**config.mk**
```make
export PLATFORM = sky130hd
export DESIGN_NAME = ssbs_top
export DESIGN_NICKNAME = d
export VERILOG_FILES = /design/src/verilog/ssbs_pkg.sv /design/src/verilog/ssbs_flasher.sv /design/src/verilog/ssbs_top.sv
export SDC_FILE = /design/constraint.sdc
export NUM_CORES = 1
export LEC_CHECK = 0
export BUFFER_PORTS_ARGS = -buffer_cell sky130_fd_sc_hd__buf_2
export CORE_MARGIN = 1
export CORE_UTILIZATION = 40
export DETAILED_ROUTE_END_ITERATION = 10
export PLACE_DENSITY = 0.73
export SYNTH_ARGS = -nofsm -noshare
export SYNTH_HDL_FRONTEND = slang
export SYNTH_SLANG_ARGS = --single-unit
```
**constraint.sdc**
```tcl
create_clock -name aclk -period 3 [get_ports aclk]
set_input_delay 0.6 -clock aclk [delete_from_list [all_inputs] [get_ports aclk]]
set_output_delay 0.6 -clock aclk [all_outputs]
set_load 0.02 [all_outputs]
```
**src/verilog/ssbs_pkg.sv**
```systemverilog
// constants and types shared by the soft-start brake supervisor
package ssbs_pkg;
  // clock and time base
  localparam int CLK_HZ = 100_000_000;
  localparam int TICK_MS = 1;
  localparam int TICK_CYC = CLK_HZ / 1000 * TICK_MS;
  // brake, start and lamp timing, figures in their own units
  localparam int BRAKE_WARN_S = 10;
  localparam int BRAKE_MAX_S = 15;
  localparam int BRAKE_CUT_MS = 500;
  localparam int PWRUP_MS = 100;
  localparam int BLINK_MS = 250;
  localparam int FLASH_ON_MS = 250;
  localparam int FLASH_OFF_MS = 250;
  localparam int FLASH_PAUSE_MS = 1500;
  // the same times as counts of millisecond ticks
  localparam int BRAKE_WARN_TK = BRAKE_WARN_S * 1000 / TICK_MS;
  localparam int BRAKE_MAX_TK = BRAKE_MAX_S * 1000 / TICK_MS;
  localparam int BRAKE_CUT_TK = BRAKE_CUT_MS / TICK_MS;
  localparam int PWRUP_TK = PWRUP_MS / TICK_MS;
  localparam int BLINK_TK = BLINK_MS / TICK_MS;
  localparam int FLASH_ON_TK = FLASH_ON_MS / TICK_MS;
  localparam int FLASH_OFF_TK = FLASH_OFF_MS / TICK_MS;
  localparam int FLASH_PAUSE_TK = FLASH_PAUSE_MS / TICK_MS;
  // overlong brake events before the latched error
  localparam logic [1:0] OVB_LIMIT = 2'h3;
  // register byte offsets
  localparam logic [7:0] REG_CTRL = 8'h00;
  localparam logic [7:0] REG_STATUS = 8'h04;
  localparam logic [7:0] REG_ERR = 8'h08;
  localparam logic [7:0] REG_OVB = 8'h0c;
  localparam logic CTRL_EN_RST = 1'h1;
  localparam logic [1:0] RESP_OKAY = 2'h0;
  localparam logic [1:0] RESP_SLVERR = 2'h2;
  // thermistor sensor states
  localparam logic [1:0] TH_OK = 2'h0;
  localparam logic [1:0] TH_HOT = 2'h1;
  localparam logic [1:0] TH_SHORT = 2'h2;
  localparam logic [1:0] TH_OPEN = 2'h3;
  // error codes, shown as red pulse counts
  localparam logic [4:0] E_NONE = 5'h00;
  localparam logic [4:0] E_THYR = 5'h01;
  localparam logic [4:0] E_MOTOR_TEMP = 5'h02;
  localparam logic [4:0] E_SENS_SHORT = 5'h03;
  localparam logic [4:0] E_PHASE_FAIL = 5'h04;
  localparam logic [4:0] E_PHASE_SEQ = 5'h05;
  localparam logic [4:0] E_FREQ = 5'h06;
  localparam logic [4:0] E_BRAKE_CKT = 5'h07;
  localparam logic [4:0] E_SAFETY = 5'h08;
  localparam logic [4:0] E_OVERLONG = 5'h09;
  localparam logic [4:0] E_RAM = 5'h0a;
  localparam logic [4:0] E_RUN_STUCK = 5'h0b;
  localparam logic [4:0] E_NOT_SEP = 5'h0c;
  localparam logic [4:0] E_SEMI_OC = 5'h0d;
  localparam logic [4:0] E_BRAKE_OC = 5'h0e;
  localparam logic [4:0] E_RAMP_OC = 5'h0f;
  localparam logic [4:0] E_COMM = 5'h10;
  localparam logic [4:0] E_BRIDGE_OC = 5'h11;
  typedef enum logic [2:0] {S_POWERUP, S_READY, S_TEST, S_RAMP, S_RUN, S_BRAKE, S_HOLD, S_ERROR} ssbs_state_t;
endpackage

```
**src/verilog/ssbs_flasher.sv**
```systemverilog
// red error lamp: pulse bursts of the error code with a long pause
`timescale 1ns/100ps
module ssbs_flasher (
  // clock and reset
  input wire logic aclk,
  input wire logic aresetn,
  // millisecond tick and code to show
  input wire logic tick,
  input wire logic [4:0] code,
  // lamp
  output logic led
);
  typedef struct packed {
    logic [10:0] ms;
    logic [4:0] left;
    logic on;
  } ssbs_fl_t;
  ssbs_fl_t s_r;
  ssbs_fl_t s_nxt;

  always_comb begin
    s_nxt = s_r;
    if (code == ssbs_pkg::E_NONE) begin
      s_nxt = '0;
    end else if (tick) begin
      if (s_r.ms != 11'h000) begin
        s_nxt.ms = s_r.ms - 11'h001;
      end else if (s_r.on) begin
        s_nxt.on = 1'b0;
        s_nxt.left = s_r.left - 5'h01;
        // dark pause after the last pulse of a burst
        s_nxt.ms = (s_r.left == 5'h01) ? 11'(ssbs_pkg::FLASH_PAUSE_TK - 1) : 11'(ssbs_pkg::FLASH_OFF_TK - 1);
      end else begin
        s_nxt.on = 1'b1;
        s_nxt.left = (s_r.left == 5'h00) ? code : s_r.left;
        s_nxt.ms = 11'(ssbs_pkg::FLASH_ON_TK - 1);
      end
    end
  end

  always_ff @(posedge aclk) begin
    if (!aresetn) begin
      s_r <= '0;
    end else begin
      s_r <= s_nxt;
    end
  end

  assign led = s_r.on;
endmodule

```
**src/verilog/ssbs_top.sv**
```systemverilog
// supervisory sequencer of the soft starter with dc brake
// Behaviour
// stop while running starts dc braking
// test brake circuit at start, fail aborts
// bridge ramp semiconductors at full speed
// overlong-brake relay after 10 s braking
// end braking and drop contactor at 15 s
// restart clears the overlong-brake relay
// third overlong brake latches error 9
// ready relay on once ready after power-up
// any error drops ready, power stage off
// contactor relay on at start, off at standstill
// no standstill: contactor off after safety time
// any fault drops contactor relay at once
// standstill relay set, cleared by start or error
// bimetal overtemperature: power off, relays off
// thermistor hot, short, open: all off
// temperature faults cleared only by power cycle
// green steady on, flashing in ramp, brake
// yellow lamp follows each relay contact
// red lamp flashes error code pulses
// codes 10 to 17 for further faults
// cut brake current 0.5 s after standstill
// power-up check of frequency, sequence, phases
// phases present at device raise error 12
// operator starts with start, brakes with stop
// long dark pause between code bursts
//
// The register addresses and the AXI4-Lite interface to the registers were decided locally.
`timescale 1ns/100ps
module ssbs_top #(
  parameter int TICK_CYCLES = ssbs_pkg::TICK_CYC,
  parameter int BRAKE_WARN_TICKS = ssbs_pkg::BRAKE_WARN_TK,
  parameter int BRAKE_MAX_TICKS = ssbs_pkg::BRAKE_MAX_TK,
  parameter int BRAKE_CUT_TICKS = ssbs_pkg::BRAKE_CUT_TK,
  parameter int PWRUP_TICKS = ssbs_pkg::PWRUP_TK
) (
  // clock and reset
  input wire logic aclk,
  input wire logic aresetn,
  // axi4-lite register slave
  input wire logic [7:0] s_axi_awaddr,
  input wire logic s_axi_awvalid,
  output logic s_axi_awready,
  input wire logic [31:0] s_axi_wdata,
  input wire logic [3:0] s_axi_wstrb,
  input wire logic s_axi_wvalid,
  output logic s_axi_wready,
  output logic [1:0] s_axi_bresp,
  output logic s_axi_bvalid,
  input wire logic s_axi_bready,
  input wire logic [7:0] s_axi_araddr,
  input wire logic s_axi_arvalid,
  output logic s_axi_arready,
  output logic [31:0] s_axi_rdata,
  output logic [1:0] s_axi_rresp,
  output logic s_axi_rvalid,
  input wire logic s_axi_rready,
  // operator buttons
  input wire logic start_button,
  input wire logic stop_button,
  // motor temperature
  input wire logic bimetal_contact_input,
  input wire logic [1:0] thermistor_sensor_input,
  // drive and brake feedback
  input wire logic standstill_detected,
  input wire logic ramp_at_full_speed,
  input wire logic brake_test_done,
  input wire logic brake_test_pass,
  input wire logic thyristor_overtemp,
  input wire logic [4:0] analog_fault_code,
  // mains sensing
  input wire logic [2:0] mains_phase_ok,
  input wire logic mains_sequence_ok,
  input wire logic mains_frequency_ok,
  input wire logic [2:0] device_phase_live,
  // relay outputs
  output logic relay_overlong_brake,
  output logic relay_ready,
  output logic main_line_contactor,
  output logic relay_standstill,
  // power stage
  output logic bridge_relay,
  output logic power_stage_en,
  output logic ramp_en,
  output logic brake_en,
  output logic brake_test_req,
  // lamps
  output logic led_green,
  output logic [3:0] led_yellow,
  output logic led_red
);
  localparam int TW = $clog2(TICK_CYCLES + 1);
  localparam int NIN = 23;

  typedef struct packed {
    logic [NIN-1:0] sy1;
    logic [NIN-1:0] sy2;
    logic [TW-1:0] tick_cnt;
    logic tick;
    logic [13:0] ms;
    logic [7:0] blink_cnt;
    logic blink;
    ssbs_pkg::ssbs_state_t state;
    logic [4:0] err;
    logic [1:0] ovb_cnt;
    logic ctrl_en;
    logic rly_ovb;
    logic rly_rdy;
    logic rly_con;
    logic rly_sts;
    logic bridge;
    logic pwr_en;
    logic ramp;
    logic brake;
    logic test_req;
    logic led_g;
    logic [3:0] led_y;
    logic aw_got;
    logic w_got;
    logic [7:0] awaddr;
    logic [31:0] wdata;
    logic [3:0] wstrb;
    logic awready;
    logic wready;
    logic bvalid;
    logic [1:0] bresp;
    logic arready;
    logic rvalid;
    logic [31:0] rdata;
    logic [1:0] rresp;
  } ssbs_st_t;

  ssbs_st_t s_r;
  ssbs_st_t s_nxt;
  logic [NIN-1:0] pins;
  logic start_s, stop_s, bimetal_s, stand_s, full_s, tdone_s, tpass_s, thyr_s, seq_s, freq_s;
  logic [1:0] th_s;
  logic [2:0] mains_s, dev_s;
  logic [4:0] ana_s;
  logic [4:0] fault;
  logic start_take;

  function automatic logic two_live(input logic [2:0] p);
    two_live = (p[0] & p[1]) | (p[0] & p[2]) | (p[1] & p[2]);
  endfunction

  function automatic logic reg_mapped(input logic [7:0] a);
    reg_mapped = (a == ssbs_pkg::REG_CTRL) || (a == ssbs_pkg::REG_STATUS) ||
                 (a == ssbs_pkg::REG_ERR) || (a == ssbs_pkg::REG_OVB);
  endfunction

  assign pins = {start_button, stop_button, bimetal_contact_input, thermistor_sensor_input,
                 standstill_detected, ramp_at_full_speed, brake_test_done, brake_test_pass,
                 thyristor_overtemp, analog_fault_code, mains_phase_ok, mains_sequence_ok,
                 mains_frequency_ok, device_phase_live};
  assign {start_s, stop_s, bimetal_s, th_s, stand_s, full_s, tdone_s, tpass_s, thyr_s, ana_s,
          mains_s, seq_s, freq_s, dev_s} = s_r.sy2;
  assign start_take = (s_r.state == ssbs_pkg::S_READY) && start_s && s_r.ctrl_en;

  // continuous fault sources, lowest code first
  always_comb begin
    fault = ssbs_pkg::E_NONE;
    if (thyr_s) begin
      fault = ssbs_pkg::E_THYR;
    end else if (bimetal_s || th_s == ssbs_pkg::TH_HOT || th_s == ssbs_pkg::TH_OPEN) begin
      fault = ssbs_pkg::E_MOTOR_TEMP;
    end else if (th_s == ssbs_pkg::TH_SHORT) begin
      fault = ssbs_pkg::E_SENS_SHORT;
    end else if (ana_s != ssbs_pkg::E_NONE) begin
      fault = ana_s;
    end
  end

  always_comb begin
    s_nxt = s_r;
    s_nxt.sy1 = pins;
    s_nxt.sy2 = s_r.sy1;
    s_nxt.tick = 1'b0;
    if (s_r.tick_cnt == TW'(TICK_CYCLES - 1)) begin
      s_nxt.tick_cnt = '0;
      s_nxt.tick = 1'b1;
    end else begin
      s_nxt.tick_cnt = s_r.tick_cnt + 1'b1;
    end
    if (s_r.tick) begin
      if (s_r.blink_cnt == 8'(ssbs_pkg::BLINK_TK - 1)) begin
        s_nxt.blink_cnt = 8'h00;
        s_nxt.blink = !s_r.blink;
      end else begin
        s_nxt.blink_cnt = s_r.blink_cnt + 8'h01;
      end
      s_nxt.ms = s_r.ms + 14'h0001;
    end
    // sequencer
    case (s_r.state)
      ssbs_pkg::S_POWERUP: begin
        if (s_r.tick && s_r.ms == 14'(PWRUP_TICKS - 1)) begin
          if (mains_s != 3'h7) begin
            s_nxt.err = ssbs_pkg::E_PHASE_FAIL;
          end else if (!seq_s) begin
            s_nxt.err = ssbs_pkg::E_PHASE_SEQ;
          end else if (!freq_s) begin
            s_nxt.err = ssbs_pkg::E_FREQ;
          end else if (start_s) begin
            s_nxt.err = ssbs_pkg::E_RUN_STUCK;
          end else if (two_live(dev_s)) begin
            s_nxt.err = ssbs_pkg::E_NOT_SEP;
          end else begin
            s_nxt.state = ssbs_pkg::S_READY;
            s_nxt.rly_rdy = 1'b1;
          end
        end
      end
      ssbs_pkg::S_READY: begin
        if (two_live(dev_s)) begin
          s_nxt.err = ssbs_pkg::E_NOT_SEP;
        end else if (start_take) begin
          s_nxt.state = ssbs_pkg::S_TEST;
          s_nxt.rly_con = 1'b1;
          s_nxt.rly_sts = 1'b0;
          s_nxt.rly_ovb = 1'b0;
          s_nxt.test_req = 1'b1;
        end
      end
      ssbs_pkg::S_TEST: begin
        if (tdone_s) begin
          s_nxt.test_req = 1'b0;
          if (tpass_s) begin
            s_nxt.state = ssbs_pkg::S_RAMP;
            s_nxt.pwr_en = 1'b1;
            s_nxt.ramp = 1'b1;
          end else begin
            s_nxt.err = ssbs_pkg::E_BRAKE_CKT;
          end
        end
      end
      ssbs_pkg::S_RAMP, ssbs_pkg::S_RUN: begin
        if (stop_s) begin
          s_nxt.state = ssbs_pkg::S_BRAKE;
          s_nxt.ramp = 1'b0;
          s_nxt.bridge = 1'b0;
          s_nxt.brake = 1'b1;
          s_nxt.ms = 14'h0000;
        end else if (s_r.state == ssbs_pkg::S_RAMP && full_s) begin
          s_nxt.state = ssbs_pkg::S_RUN;
          s_nxt.ramp = 1'b0;
          s_nxt.bridge = 1'b1;
        end
      end
      ssbs_pkg::S_BRAKE: begin
        if (stand_s) begin
          s_nxt.state = ssbs_pkg::S_HOLD;
          s_nxt.rly_sts = 1'b1;
          s_nxt.ms = 14'h0000;
        end else if (s_r.tick) begin
          if (s_r.ms == 14'(BRAKE_WARN_TICKS - 1)) begin
            s_nxt.rly_ovb = 1'b1;
            s_nxt.ovb_cnt = s_r.ovb_cnt + 2'h1;
            if (s_r.ovb_cnt == ssbs_pkg::OVB_LIMIT - 2'h1) begin
              s_nxt.err = ssbs_pkg::E_OVERLONG;
            end
          end
          if (s_r.ms == 14'(BRAKE_MAX_TICKS - 1)) begin
            s_nxt.state = ssbs_pkg::S_READY;
            s_nxt.brake = 1'b0;
            s_nxt.pwr_en = 1'b0;
            s_nxt.rly_con = 1'b0;
          end
        end
      end
      ssbs_pkg::S_HOLD: begin
        if (s_r.tick && s_r.ms == 14'(BRAKE_CUT_TICKS - 1)) begin
          s_nxt.state = ssbs_pkg::S_READY;
          s_nxt.brake = 1'b0;
          s_nxt.pwr_en = 1'b0;
          s_nxt.rly_con = 1'b0;
        end
      end
      ssbs_pkg::S_ERROR: begin
        s_nxt.state = ssbs_pkg::S_ERROR;
      end
      default: begin
        s_nxt.state = ssbs_pkg::S_ERROR;
      end
    endcase
    if (s_r.state != ssbs_pkg::S_ERROR && s_nxt.err == ssbs_pkg::E_NONE && fault != ssbs_pkg::E_NONE) begin
      s_nxt.err = fault;
    end
    // error mode: relays and power stage off except the overlong-brake relay on error 9, held until power cycle
    if (s_nxt.err != ssbs_pkg::E_NONE) begin
      s_nxt.state = ssbs_pkg::S_ERROR;
      s_nxt.rly_rdy = 1'b0;
      s_nxt.rly_con = 1'b0;
      s_nxt.rly_sts = 1'b0;
      s_nxt.rly_ovb = s_nxt.rly_ovb && s_nxt.err == ssbs_pkg::E_OVERLONG;
      s_nxt.pwr_en = 1'b0;
      s_nxt.bridge = 1'b0;
      s_nxt.ramp = 1'b0;
      s_nxt.brake = 1'b0;
      s_nxt.test_req = 1'b0;
    end
    s_nxt.led_g = (s_r.state == ssbs_pkg::S_RAMP || s_r.state == ssbs_pkg::S_BRAKE ||
                   s_r.state == ssbs_pkg::S_HOLD) ? s_r.blink : 1'b1;
    s_nxt.led_y = {s_nxt.rly_sts, s_nxt.rly_con, s_nxt.rly_rdy, s_nxt.rly_ovb};
    // axi4-lite write
    if (s_axi_awvalid && s_r.awready) begin
      s_nxt.aw_got = 1'b1;
      s_nxt.awaddr = s_axi_awaddr;
    end
    if (s_axi_wvalid && s_r.wready) begin
      s_nxt.w_got = 1'b1;
      s_nxt.wdata = s_axi_wdata;
      s_nxt.wstrb = s_axi_wstrb;
    end
    if (s_r.bvalid && s_axi_bready) begin
      s_nxt.bvalid = 1'b0;
    end
    if (s_nxt.aw_got && s_nxt.w_got && !s_r.bvalid) begin
      s_nxt.aw_got = 1'b0;
      s_nxt.w_got = 1'b0;
      s_nxt.bvalid = 1'b1;
      s_nxt.bresp = reg_mapped(s_nxt.awaddr) ? ssbs_pkg::RESP_OKAY : ssbs_pkg::RESP_SLVERR;
      if (s_nxt.awaddr == ssbs_pkg::REG_CTRL && s_nxt.wstrb[0]) begin
        s_nxt.ctrl_en = s_nxt.wdata[0];
      end
    end
    s_nxt.awready = !s_nxt.aw_got && !s_nxt.bvalid;
    s_nxt.wready = !s_nxt.w_got && !s_nxt.bvalid;
    // axi4-lite read
    if (s_r.rvalid && s_axi_rready) begin
      s_nxt.rvalid = 1'b0;
    end
    if (s_axi_arvalid && s_r.arready) begin
      s_nxt.rvalid = 1'b1;
      s_nxt.rresp = reg_mapped(s_axi_araddr) ? ssbs_pkg::RESP_OKAY : ssbs_pkg::RESP_SLVERR;
      case (s_axi_araddr)
        ssbs_pkg::REG_CTRL: s_nxt.rdata = {31'h0, s_r.ctrl_en};
        ssbs_pkg::REG_STATUS: s_nxt.rdata = {20'h0, s_r.pwr_en, s_r.ramp, s_r.brake, s_r.bridge,
                                             s_r.led_y, 1'b0, s_r.state};
        ssbs_pkg::REG_ERR: s_nxt.rdata = {27'h0, s_r.err};
        ssbs_pkg::REG_OVB: s_nxt.rdata = {30'h0, s_r.ovb_cnt};
        default: s_nxt.rdata = 32'h0;
      endcase
    end
    s_nxt.arready = !s_nxt.rvalid;
  end

  always_ff @(posedge aclk) begin
    if (!aresetn) begin
      s_r <= '0;
      s_r.ctrl_en <= ssbs_pkg::CTRL_EN_RST;
    end else begin
      s_r <= s_nxt;
    end
  end

  ssbs_flasher u_flasher (
    .aclk(aclk),
    .aresetn(aresetn),
    .tick(s_r.tick),
    .code(s_r.err),
    .led(led_red)
  );

  assign s_axi_awready = s_r.awready;
  assign s_axi_wready = s_r.wready;
  assign s_axi_bvalid = s_r.bvalid;
  assign s_axi_bresp = s_r.bresp;
  assign s_axi_arready = s_r.arready;
  assign s_axi_rvalid = s_r.rvalid;
  assign s_axi_rdata = s_r.rdata;
  assign s_axi_rresp = s_r.rresp;
  assign relay_overlong_brake = s_r.rly_ovb;
  assign relay_ready = s_r.rly_rdy;
  assign main_line_contactor = s_r.rly_con;
  assign relay_standstill = s_r.rly_sts;
  assign bridge_relay = s_r.bridge;
  assign power_stage_en = s_r.pwr_en;
  assign ramp_en = s_r.ramp;
  assign brake_en = s_r.brake;
  assign brake_test_req = s_r.test_req;
  assign led_green = s_r.led_g;
  assign led_yellow = s_r.led_y;
endmodule
```
* Word-level counts from Yosys, hierarchy flattened *
Cells that the tools add are included.

storage, ports and cells
  output and inout port bits = 56
  input port bits = 82
  flip-flop bits (word level) = 185

operators by class
  bitwise logic cells = 8
  muxes and demuxes = 99
  reduce and logical (&&, ||, !) cells = 65
  $add $sub $neg = 6
  equal/unequal tests = 51

operators with widths
  kind                                                              count
  5-bit two-way mux                                                 14
  12-bit case mux with 4 select lines                               1
  3-bit two-way mux                                                 15
  1-bit two-way mux                                                 37
  3-bit inequality test (second input constant)                     12
  35-bit two-way mux                                                1
  8-bit by 4-bit == test with 1-bit output (second input constant)  4
  8-bit two-way mux                                                 4
  14-bit == test (second input constant)                            2
  14-bit two-way mux                                                2
  14-bit case mux with 2 select lines                               1
  23-bit two-way mux                                                1
  11-bit two-way mux                                                2
  3-bit case mux with 7 select lines                                1
  5-bit case mux with 4 select lines                                1
  1-bit logical AND                                                 18
  2-bit inequality test (second input constant)                     9
  17-bit by 1-bit adder with 17-bit output (second input constant)  1
  17-bit == test (second input constant)                            1
  17-bit two-way mux                                                1
  8-bit by 3-bit == test with 1-bit output (second input constant)  2
  8-bit zero test                                                   2
  5-bit zero test                                                   3
  5-bit nonzero test                                                3
  other kinds (39)                                                  91

* Logic depth before layout (Yosys ltp) *
Gate-level depths: netlist (run 1).

  depth in word-level cells = 17
  gate-level depth with buffers = 10
  mapped depth without buffers = 9

* Hierarchy *
A second synthesis (run 1) with hierarchy kept.

unflattened totals
  cell total of the unflattened synthesis = 832
  area, all modules = 7262.0 µm²

modules (own cells, without submodules)
  module        area each (µm²)  instances  cells each
  ssbs_top      6207.2           1          705
  ssbs_flasher  1054.8           1          127

* Worst setup path after synthesis (run 1) *
OpenSTA, ideal clock, no wires.

  path type = register -> register
  start point = register s_r[131] (netlist bit)
  end point = register s_r, in the netlist bridge_relay
  cell stages (with the launch flop) = 11
  period minus slack after synthesis = 3.051 ns
  arrival = 2.951 ns
  path slack = -0.051 ns
  setup time = 0.100 ns
  cells stage by stage = dfxtp_1 > buf_6 > or4_1 > or4_1 > buf_6 > a2111oi_4 > nor2_1 > or3_4 > nor4_4 > nand2_4 > a2111oi_4

on the way
  word-level cells in the longest chain between the ends = 11

RTL lines
  item                                   line             RTL
  start, declared                        ssbs_top.sv:134  ssbs_st_t s_r;
  start signal, assigned                 ssbs_top.sv:354  s_r <= s_nxt;
  14-bit == test                         ssbs_top.sv:257  if (s_r.ms == 14'(BRAKE_WARN_TICKS - 1)) begin
  7-bit two-way mux                      ssbs_top.sv:257
  10-bit two-way mux                     ssbs_top.sv:256  end else if (s_r.tick) begin
  7-bit two-way mux                      ssbs_top.sv:252  if (stand_s) begin
  5-bit case mux with 4 select lines *   ssbs_top.sv:196  case (s_r.state)
  5-bit zero test                        ssbs_top.sv:287  if (s_r.state != ssbs_pkg::S_ERROR && s_nxt.err == ssbs_pkg::E_NONE && fault != ssbs_pkg::E_NONE) begin
  1-bit logical AND (2 in series)        ssbs_top.sv:287
  5-bit two-way mux *                    ssbs_top.sv:287
  5-bit nonzero test *                   ssbs_top.sv:291  if (s_nxt.err != ssbs_pkg::E_NONE) begin
  2-bit OR reduction (no source line) *  n/a

Mark *: on every way between the ends. The rest lies on a longest branch, timed or not. The select of a mux whose other input is x is not followed.
A chain may end at the register's enable or synchronous reset.

* Worst setup path after layout (run 1) *
  start point = register s_r[131] (netlist bit)
  end point = register s_r[104] (netlist bit)

on the way
  word-level cells in the longest chain between the ends = 9

RTL lines
  item                                  line
  14-bit == test                        ssbs_top.sv:257
  7-bit two-way mux                     ssbs_top.sv:257
  10-bit two-way mux                    ssbs_top.sv:256
  7-bit two-way mux                     ssbs_top.sv:252
  5-bit case mux with 4 select lines *  ssbs_top.sv:196
  5-bit zero test                       ssbs_top.sv:287
  1-bit logical AND (2 in series)       ssbs_top.sv:287
  5-bit two-way mux *                   ssbs_top.sv:287

Marked as above.

==> reports/metrics.csv, run 1 <==
stage,metric,value,unit
run_status,status,completed,
grt,antenna_found_initial,0,
power_and_ir_drop,p_leak,0.00329,µW
finish,drive_gt1_frac,0.187,
timing,setup_viol,0,
critical_path,worstPathArrival,3.17,ns
placement,io_buffers,81,
finish,synthToLayoutAreaGrowth,17.2,%
grt,grt_max_degree,43,
power_and_ir_drop,finalPower,4790,µW
clock_tree,clock_latency,0.42,ns
timing,slew_headroom,0.590,
timing,fmax,352,MHz
route,num_vias,5760,
finish,nets,986,
grt,use_met2,0.268,
logic_synthesis,async_reset_ff_frac,0,
die,core-area,16800,µm²
logic_synthesis,yosysWarnings,0,
route,drt_iter0_markers,368,
route,route.detailed.drc,0,
die,die_area,18000,µm²
logic_synthesis,syn-instance-count,812,
critical_path,crit_path_max_fanout,5,
power_and_ir_drop,cellPowerDensity,584,nW/µm²
placement,dpl_cell_area,7580,µm²
critical_path,criticalPathCategory,reg -> reg,
finish,diodes,0,
die,die_x,134,µm
grt,gr-total-overflow,0,
clock_tree,postCtsSetupBuffers,0,
route,wl_per_cell,13.1,µm
timing,clock_skew,0.00615,ns
clock_tree,cts_tree,built,
flow_run,maxCapViolCount,0,
finish,final_common_cell,dfxtp_1,
finish,fillers,1619,
route,detail-route-antenna-nets,0,
clock_tree,cts_max_path_buffers,2,
timing,worstMarginPinSlew,0.614,ns
route,dr.pass1.iters,7,
finish,fin_util,0.488,
die,io_pins,138,
critical_path,start_kind,flop,
logic_synthesis,ys_dominant_reg_cell,dfxtp_1,
critical_path,critPathCaptureType,flop,
logic_synthesis,syn_area,6990,µm²
placement,place_congestion,0.920,
timing,finalHoldViolCount,0,
logic_synthesis,synth_area_per_cell,8.61,µm²
logic_synthesis,ys_types,69,
worst_hold_path,min_path_type,in -> reg,
clock_tree,root_buffer,clkbuf_16,
finish,most-common-layout-cells,"156 x dfxtp_1, 109 x nor2_1, 81 x buf_2, 66 x nand2_1, 54 x and2_1",
grt,use_met3,0.0416,
die,die-height,134,µm
logic_synthesis,ys_seq_area_frac,0.447,
timing,slew_viol_final,0,
route,finalWirelength,14.8,mm
clock_tree,cts.clk_slew.worst_paths,0.06,ns
clock_tree,numClockSinks,156,
grt,grt_pass1_wl,25.2,mm
clock_tree,cts_buffers,17,
grt,grt_busiest_layer,met2,
grt,grt_use_total,0.173,
die,rows,47,
power_and_ir_drop,vdd_drop_max,0.533,mV
grt,gr-usage-met1,0.236,
logic_synthesis,ys_ff_latch,156,
timing,post-route-period-util,0.947,
clock_tree,htreeDepth,4,
timing,finalCriticalPeriod,2.84,ns
die,initial_core_util,0.416,
critical_path,cp.required,3.33,ns
timing,rsz0062_at_grt,yes,
finish,final_cell_area,8200,µm²
logic_synthesis,synth-edff-count,0,
placement,hpwl,10.6,mm
grt,grt_pass1_vias,5346,
route,via_per_inst,5.10,
-- power breakdown --
part,switching (µW),internal (µW)
clock,891,1120
sequential,73.3,2140
combinational,334,228
total,1300,3490
-- worst paths after layout --
check	depth (start not counted)	slack (ns)	to	from
min	2	0.38	s_nxt[160]$_SDFF_PN0_	mains_phase_ok[2]
max reg2reg	8	0.16	s_r[104]$_SDFF_PN0_	s_r[131]$_SDFF_PN0_
max	8	0.16	s_r[104]$_SDFF_PN0_	s_r[131]$_SDFF_PN0_
min reg2reg	1	0.43	s_axi_awready$_SDFF_PN0_	s_r[86]$_SDFF_PN0_
-- metrics by stage --
step	setup TNS, ns	std cells	hold WS [ns]	setup WS (ns)
6_report	0	1129	0.378	0.158
4_1_cts	0	1129	0.354	0.0113
3_5_place_dp	-0.0942	1097	0.417	-0.0942
5_1_grt	-0.000282	1129	0.369	-0.000185
3_3_place_gp	0	1097	0.409	0.00836
2_1_floorplan	0	833	0.402	0.0170
-- cell usage after synthesis, drive strengths merged (13+ instances only) --
library cell  instances  share of area
nor3                 30          0.021
nor2                110          0.059
and2                 54          0.048
xor2                 23          0.029
a21oi                47          0.034
inv                  14         0.0075
nand2                67          0.037
o21ai                33          0.024
dfxtp               156           0.45
nand3                21          0.015
clkbuf               26          0.014
or3                  14          0.013
a22oi                13          0.014
buf                  45          0.048
-- flip-flops by register name (all words and copies together) (netlist names), 3 cells and up --
name           count
s_r               73
s_nxt             23
u_flasher.s_r     16
s_axi_rdata       12
ana_s              5
dev_s              3
led_yellow         3
mains_s            3
-- worst max-delay path, cell delays in order, from the launching register on --
cell and delay (ns):
dfxtp_1 0.31, or4_1 0.52, or4_4 0.48, a2111oi_4 0.35, nor2_1 0.08, or3_4 0.38
nor2_2 0.13, nand4_1 0.19, o31ai_1 0.31
-- repair_timing --
action,CTS,global route
pin swaps,0,4
hold buffers,0,0
resized for setup,2,7
endpoints found under the setup margin,5,9
-- layer usage --
layer / part of all wire / wire length [µm]
met1: 0.48 / 7120
met2: 0.45 / 6640
met3: 0.058 / 853
met4: 0.014 / 201
met5: 0 / 0
-- kinds of logic after synthesis --
family,after synthesis,synth area share
AND/OR/NAND/NOR,375,0.275
multiplexers,10,0.0166
other,1,0.000536
flip-flops,156,0.447
buffers and inverters,86,0.0698
AO/OA/AOI/OAI,140,0.132
adder cells (fa/ha/maj),9,0.0157
XOR/XNOR,35,0.0438
-- final cells by class --
cell class | count | area, µm² | area share
Multi-Input combinational cell | 591 | 3520 | 0.430
Sequential cell | 156 | 3120 | 0.381
Timing Repair Buffer | 115 | 661 | 0.0806
Clock buffer | 19 | 453 | 0.0552
Tap cell | 220 | 275 | 0.0336
Clock inverter | 13 | 108 | 0.0131
Inverter | 15 | 56.3 | 0.00687
(Power assumes the default switching activity.)
==> run 2: changes to the inputs <==
ABC_AREA = 1   (was not set)
PLACE_DENSITY = 0.71   (was 0.73)
clock period = 2.9 ns   (was 3 ns; I/O delays follow)
==> run 2 against run 1 <==
Critical path depth rose by 8. Sequential power increased by 9%. First-iteration DRC count grew 12%. Worst setup slack gained 0.13 ns. Critical endpoint is now ramp_en$_SDFFE_PP0P_. Final cell count grew 16%. Fmax increased by 8.8%. Via count increased by 5.2%. Combinational power rose to 2.9 times the previous value. Largest power group unchanged. Wire length increased by 4.7%. Sequential share of layout area shrank 0.86 points.
==> reports/metrics.csv, run 2 <==
stage,metric,value,unit,change
run_status,status,completed,,
logic_synthesis,async_reset_ff_frac,0,,unchanged
die,initial_core_util,0.408,,-0.00818
timing,clock_skew,0.00920,ns,+0.00305 ns
critical_path,crit_path_max_fanout,7,,+2
grt,grt_pass1_wl,25.4,mm,+0.85%
power_and_ir_drop,vdd_drop_max,0.506,mV,-4.9%
die,die_x,137,µm,+2.3%
placement,place_congestion,0.929,,+1.0%
route,wl_per_cell,11.9,µm,-9.5%
logic_synthesis,synth_compound_area_frac,0.0902,,-0.0418
grt,grt_use_total,0.173,,+0.000358
clock_tree,htreeDepth,4,,unchanged
critical_path,slowest_stage,dfxtp_1,,
logic_synthesis,synthTopCellsByArea,"dfxtp_1 43%, nand2_1 9.1%, inv_1 8.0%",,
logic_synthesis,synthMuxAreaShare,0.0150,,-0.00160
finish,final_common_cell,nand2_1,,
logic_synthesis,yosys.area.top_type,dfxtp_1,,
timing,slew_viol_final,0,,unchanged
clock_tree,cts_max_path_buffers,2,,unchanged
finish,most-common-layout-cells,"177 x nand2_1, 157 x inv_1, 156 x dfxtp_1, 119 x nor2_1, 81 x buf_2",,
die,die-height,137,µm,+2.3%
critical_path,critPathCaptureType,flop,,
timing,finalHoldViolCount,0,,unchanged
clock_tree,cts.clk_slew.worst_paths,0.06,ns,about the same
grt,gr-total-overflow,0,,unchanged
logic_synthesis,yosysWarnings,0,,unchanged
logic_synthesis,synth_top_family_by_area,simple AND/OR/NAND/NOR gates,,
grt,grt_pass1_vias,5460,,+2.1%
logic_synthesis,syn_area,7320,µm²,+4.7%
critical_path,criticalPathCategory,reg -> reg,,
grt,grt_max_degree,50,,+16%
route,via_per_inst,4.64,,-9.1%
logic_synthesis,yosysMostFrequentCell,nand2_1,,
power_and_ir_drop,p_leak,0.00406,µW,+23%
clock_tree,clock_latency,0.43,ns,about the same
finish,nets,1154,,+17%
die,io_pins,138,,unchanged
logic_synthesis,ys_seq_area_frac,0.427,,-0.0201
logic_synthesis,synth_xor_area_frac,0.0287,,-0.0151
route,dr.pass1.iters,5,,-2
finish,stdcell_count,1306,,+16%
finish,drive_gt1_frac,0.169,,-0.0180
critical_path,crit_family,simple AND/OR/NAND/NOR gates,,
logic_synthesis,ys_dominant_reg_cell,dfxtp_1,,
clock_tree,cts_resized,0,,-2
timing,fmax,383,MHz,+8.8%
critical_path,cp.required,3.26,ns,-0.07 ns
clock_tree,cts_hold_buffers,0,,unchanged
die,core-area,18000,µm²,+6.8%
die,die_area,18800,µm²,+4.6%
clock_tree,postCtsSetupBuffers,0,,unchanged
grt,antenna_found_initial,0,,unchanged
route,route.detailed.drc,0,,unchanged
placement,dp.cells,1274,,+16%
timing,worstMarginPinSlew,0.708,ns,+0.0939 ns
logic_synthesis,synth_top_area_share,0.427,,-0.0201
critical_path,worstPathArrival,2.97,ns,-0.20 ns
clock_tree,root_buffer,clkbuf_16,,
placement,hpwl,11.5,mm,+8.5%
clock_tree,numClockSinks,156,,unchanged
route,detail-route-antenna-nets,0,,unchanged
timing,slew_headroom,0.523,,-0.0669
timing,setup_viol,0,,unchanged
critical_path,start_kind,flop,,
finish,top_register,s_r,,
critical_path,slowest_delay,0.37,ns,-0.15 ns
logic_synthesis,ys_types,48,,-30%
route,finalWirelength,15.5,mm,+4.7%
critical_path,path_cells,ha_1 > nand2_1 > nor2_1 > nand2_2 > nor2_4 > nand4_1 > nand2_1 > nand2_2 > nand2_2 > nor2_4 > nand4_1 > nand2_1 > nor2_4 > nand3_2 > buf_4 > nor3_2,,
logic_synthesis,synth-edff-count,0,,unchanged
critical_path,worst-path-buf-inv,1,,+1
logic_synthesis,synthTopCellsByCount,"177 x nand2_1, 157 x inv_1, 156 x dfxtp_1",,
logic_synthesis,synth_area_per_cell,7.36,µm²,-15%
finish,diodes,0,,unchanged
die,rows,49,,+4.3%
logic_synthesis,syn-instance-count,995,,+23%
worst_hold_path,min_path_type,in -> reg,,
logic_synthesis,ys_ff_latch,156,,unchanged
flow_run,maxCapViolCount,0,,unchanged
finish,synthToLayoutAreaGrowth,14.6,%,
clock_tree,cts_tree,built,,
timing,finalCriticalPeriod,2.61,ns,-0.231 ns
logic_synthesis,synthSimpleGateAreaFrac,0.286,,+0.0111
power_and_ir_drop,cellPowerDensity,755,nW/µm²,+29%
timing,fin_setup_tns,0,ns,unchanged
timing,rsz0062_at_grt,no,,
placement,io_buffers,81,,unchanged
route,drt_iter0_markers,412,,+12%
finish,largest_reg_flops,73,,unchanged
clock_tree,cts_buffers,17,,unchanged
logic_synthesis,yosys.area_share.adder,0.0137,,-0.00207
route,num_vias,6060,,+5.2%
timing,post-route-period-util,0.900,,-0.0469
==> run 2: changes by cell type after synthesis, sizes merged, moves of 10 or more <==
cell	change
inv	+154
nand2	+124
and2	-54
nand3	+22
nor2	+22
or3	-14
a22oi	-13
clkbuf	-11
a21oi	+10
and3	-10
nand4	+10
nor2b	-10
o21ai	+10
==> run 2: path summary, 6_finish.rpt <==
check	from	cells past startpoint	to	slack, ns
min reg2reg	s_nxt[159]$_SDFF_PN0_	2	mains_s[1]$_SDFF_PN0_	0.41
max	s_r[122]$_SDFF_PN0_	16	ramp_en$_SDFFE_PP0P_	0.29
min	analog_fault_code[0]	3	s_nxt[161]$_SDFF_PN0_	0.33
max reg2reg	s_r[122]$_SDFF_PN0_	16	ramp_en$_SDFFE_PP0P_	0.29
==> run 2: tightest hold or removal path: stages <==
cell	delay, ns
buf_2	0.07
nand2_1	0.04
inv_1	0.04
==> run 2: logic make-up after synthesis <==
group                    count (synthesis)
AND/OR/NAND/NOR                        446
buffers and inverters                  230
flip-flops                             156
AO/OA/AOI/OAI                          119
XOR/XNOR                                24
multiplexers                            11
adder cells (fa/ha/maj)                  8
other                                    1
==> run 2: power breakdown <==
part	switching, µW	internal, µW	leakage [µW]	total [µW]
Combinational	1100	513	0.00249	1610
Clock	920	1400	0.000297	2320
Sequential	143	2260	0.00127	2400
==> run 2: per-stage QoR <==
| step | power (µW) | hold slack [ns] | setup slack, ns | util | area, µm² |
|---|---|---|---|---|---|
| after CTS | 6370 | 0.311 | 0.274 | 0.467 | 8390 |
| after floorplan | 3720 | 0.390 | 0.795 | - | 7400 |
| after global placement | 4030 | 0.395 | 0.359 | 0.432 | 7770 |
| after detailed placement | 4040 | 0.396 | 0.295 | 0.432 | 7770 |
| after global routing | 6660 | 0.319 | 0.0871 | 0.467 | 8390 |
| final | 6330 | 0.327 | 0.289 | 0.467 | 8390 |
==> run 2: final cells by class <==
type	count	area, µm²
Tap cell	229	287
Clock inverter	14	184
Multi-Input combinational cell	630	3260
Fill cell	1803	9570
Inverter	171	642
Timing Repair Buffer	88	458
Sequential cell	156	3120
Clock buffer	18	439
==> run 2: metal layers <==
metal | vias to the layer above | track usage | wire length [µm]
met3 | 20 | 0.0438 | 736
met5 | - | 0 | 0
met2 | 139 | 0.271 | 6960
met4 | 0 | 0.0629 | 211
met1 | 2681 | 0.230 | 7610
li1 | 3220 | - | -
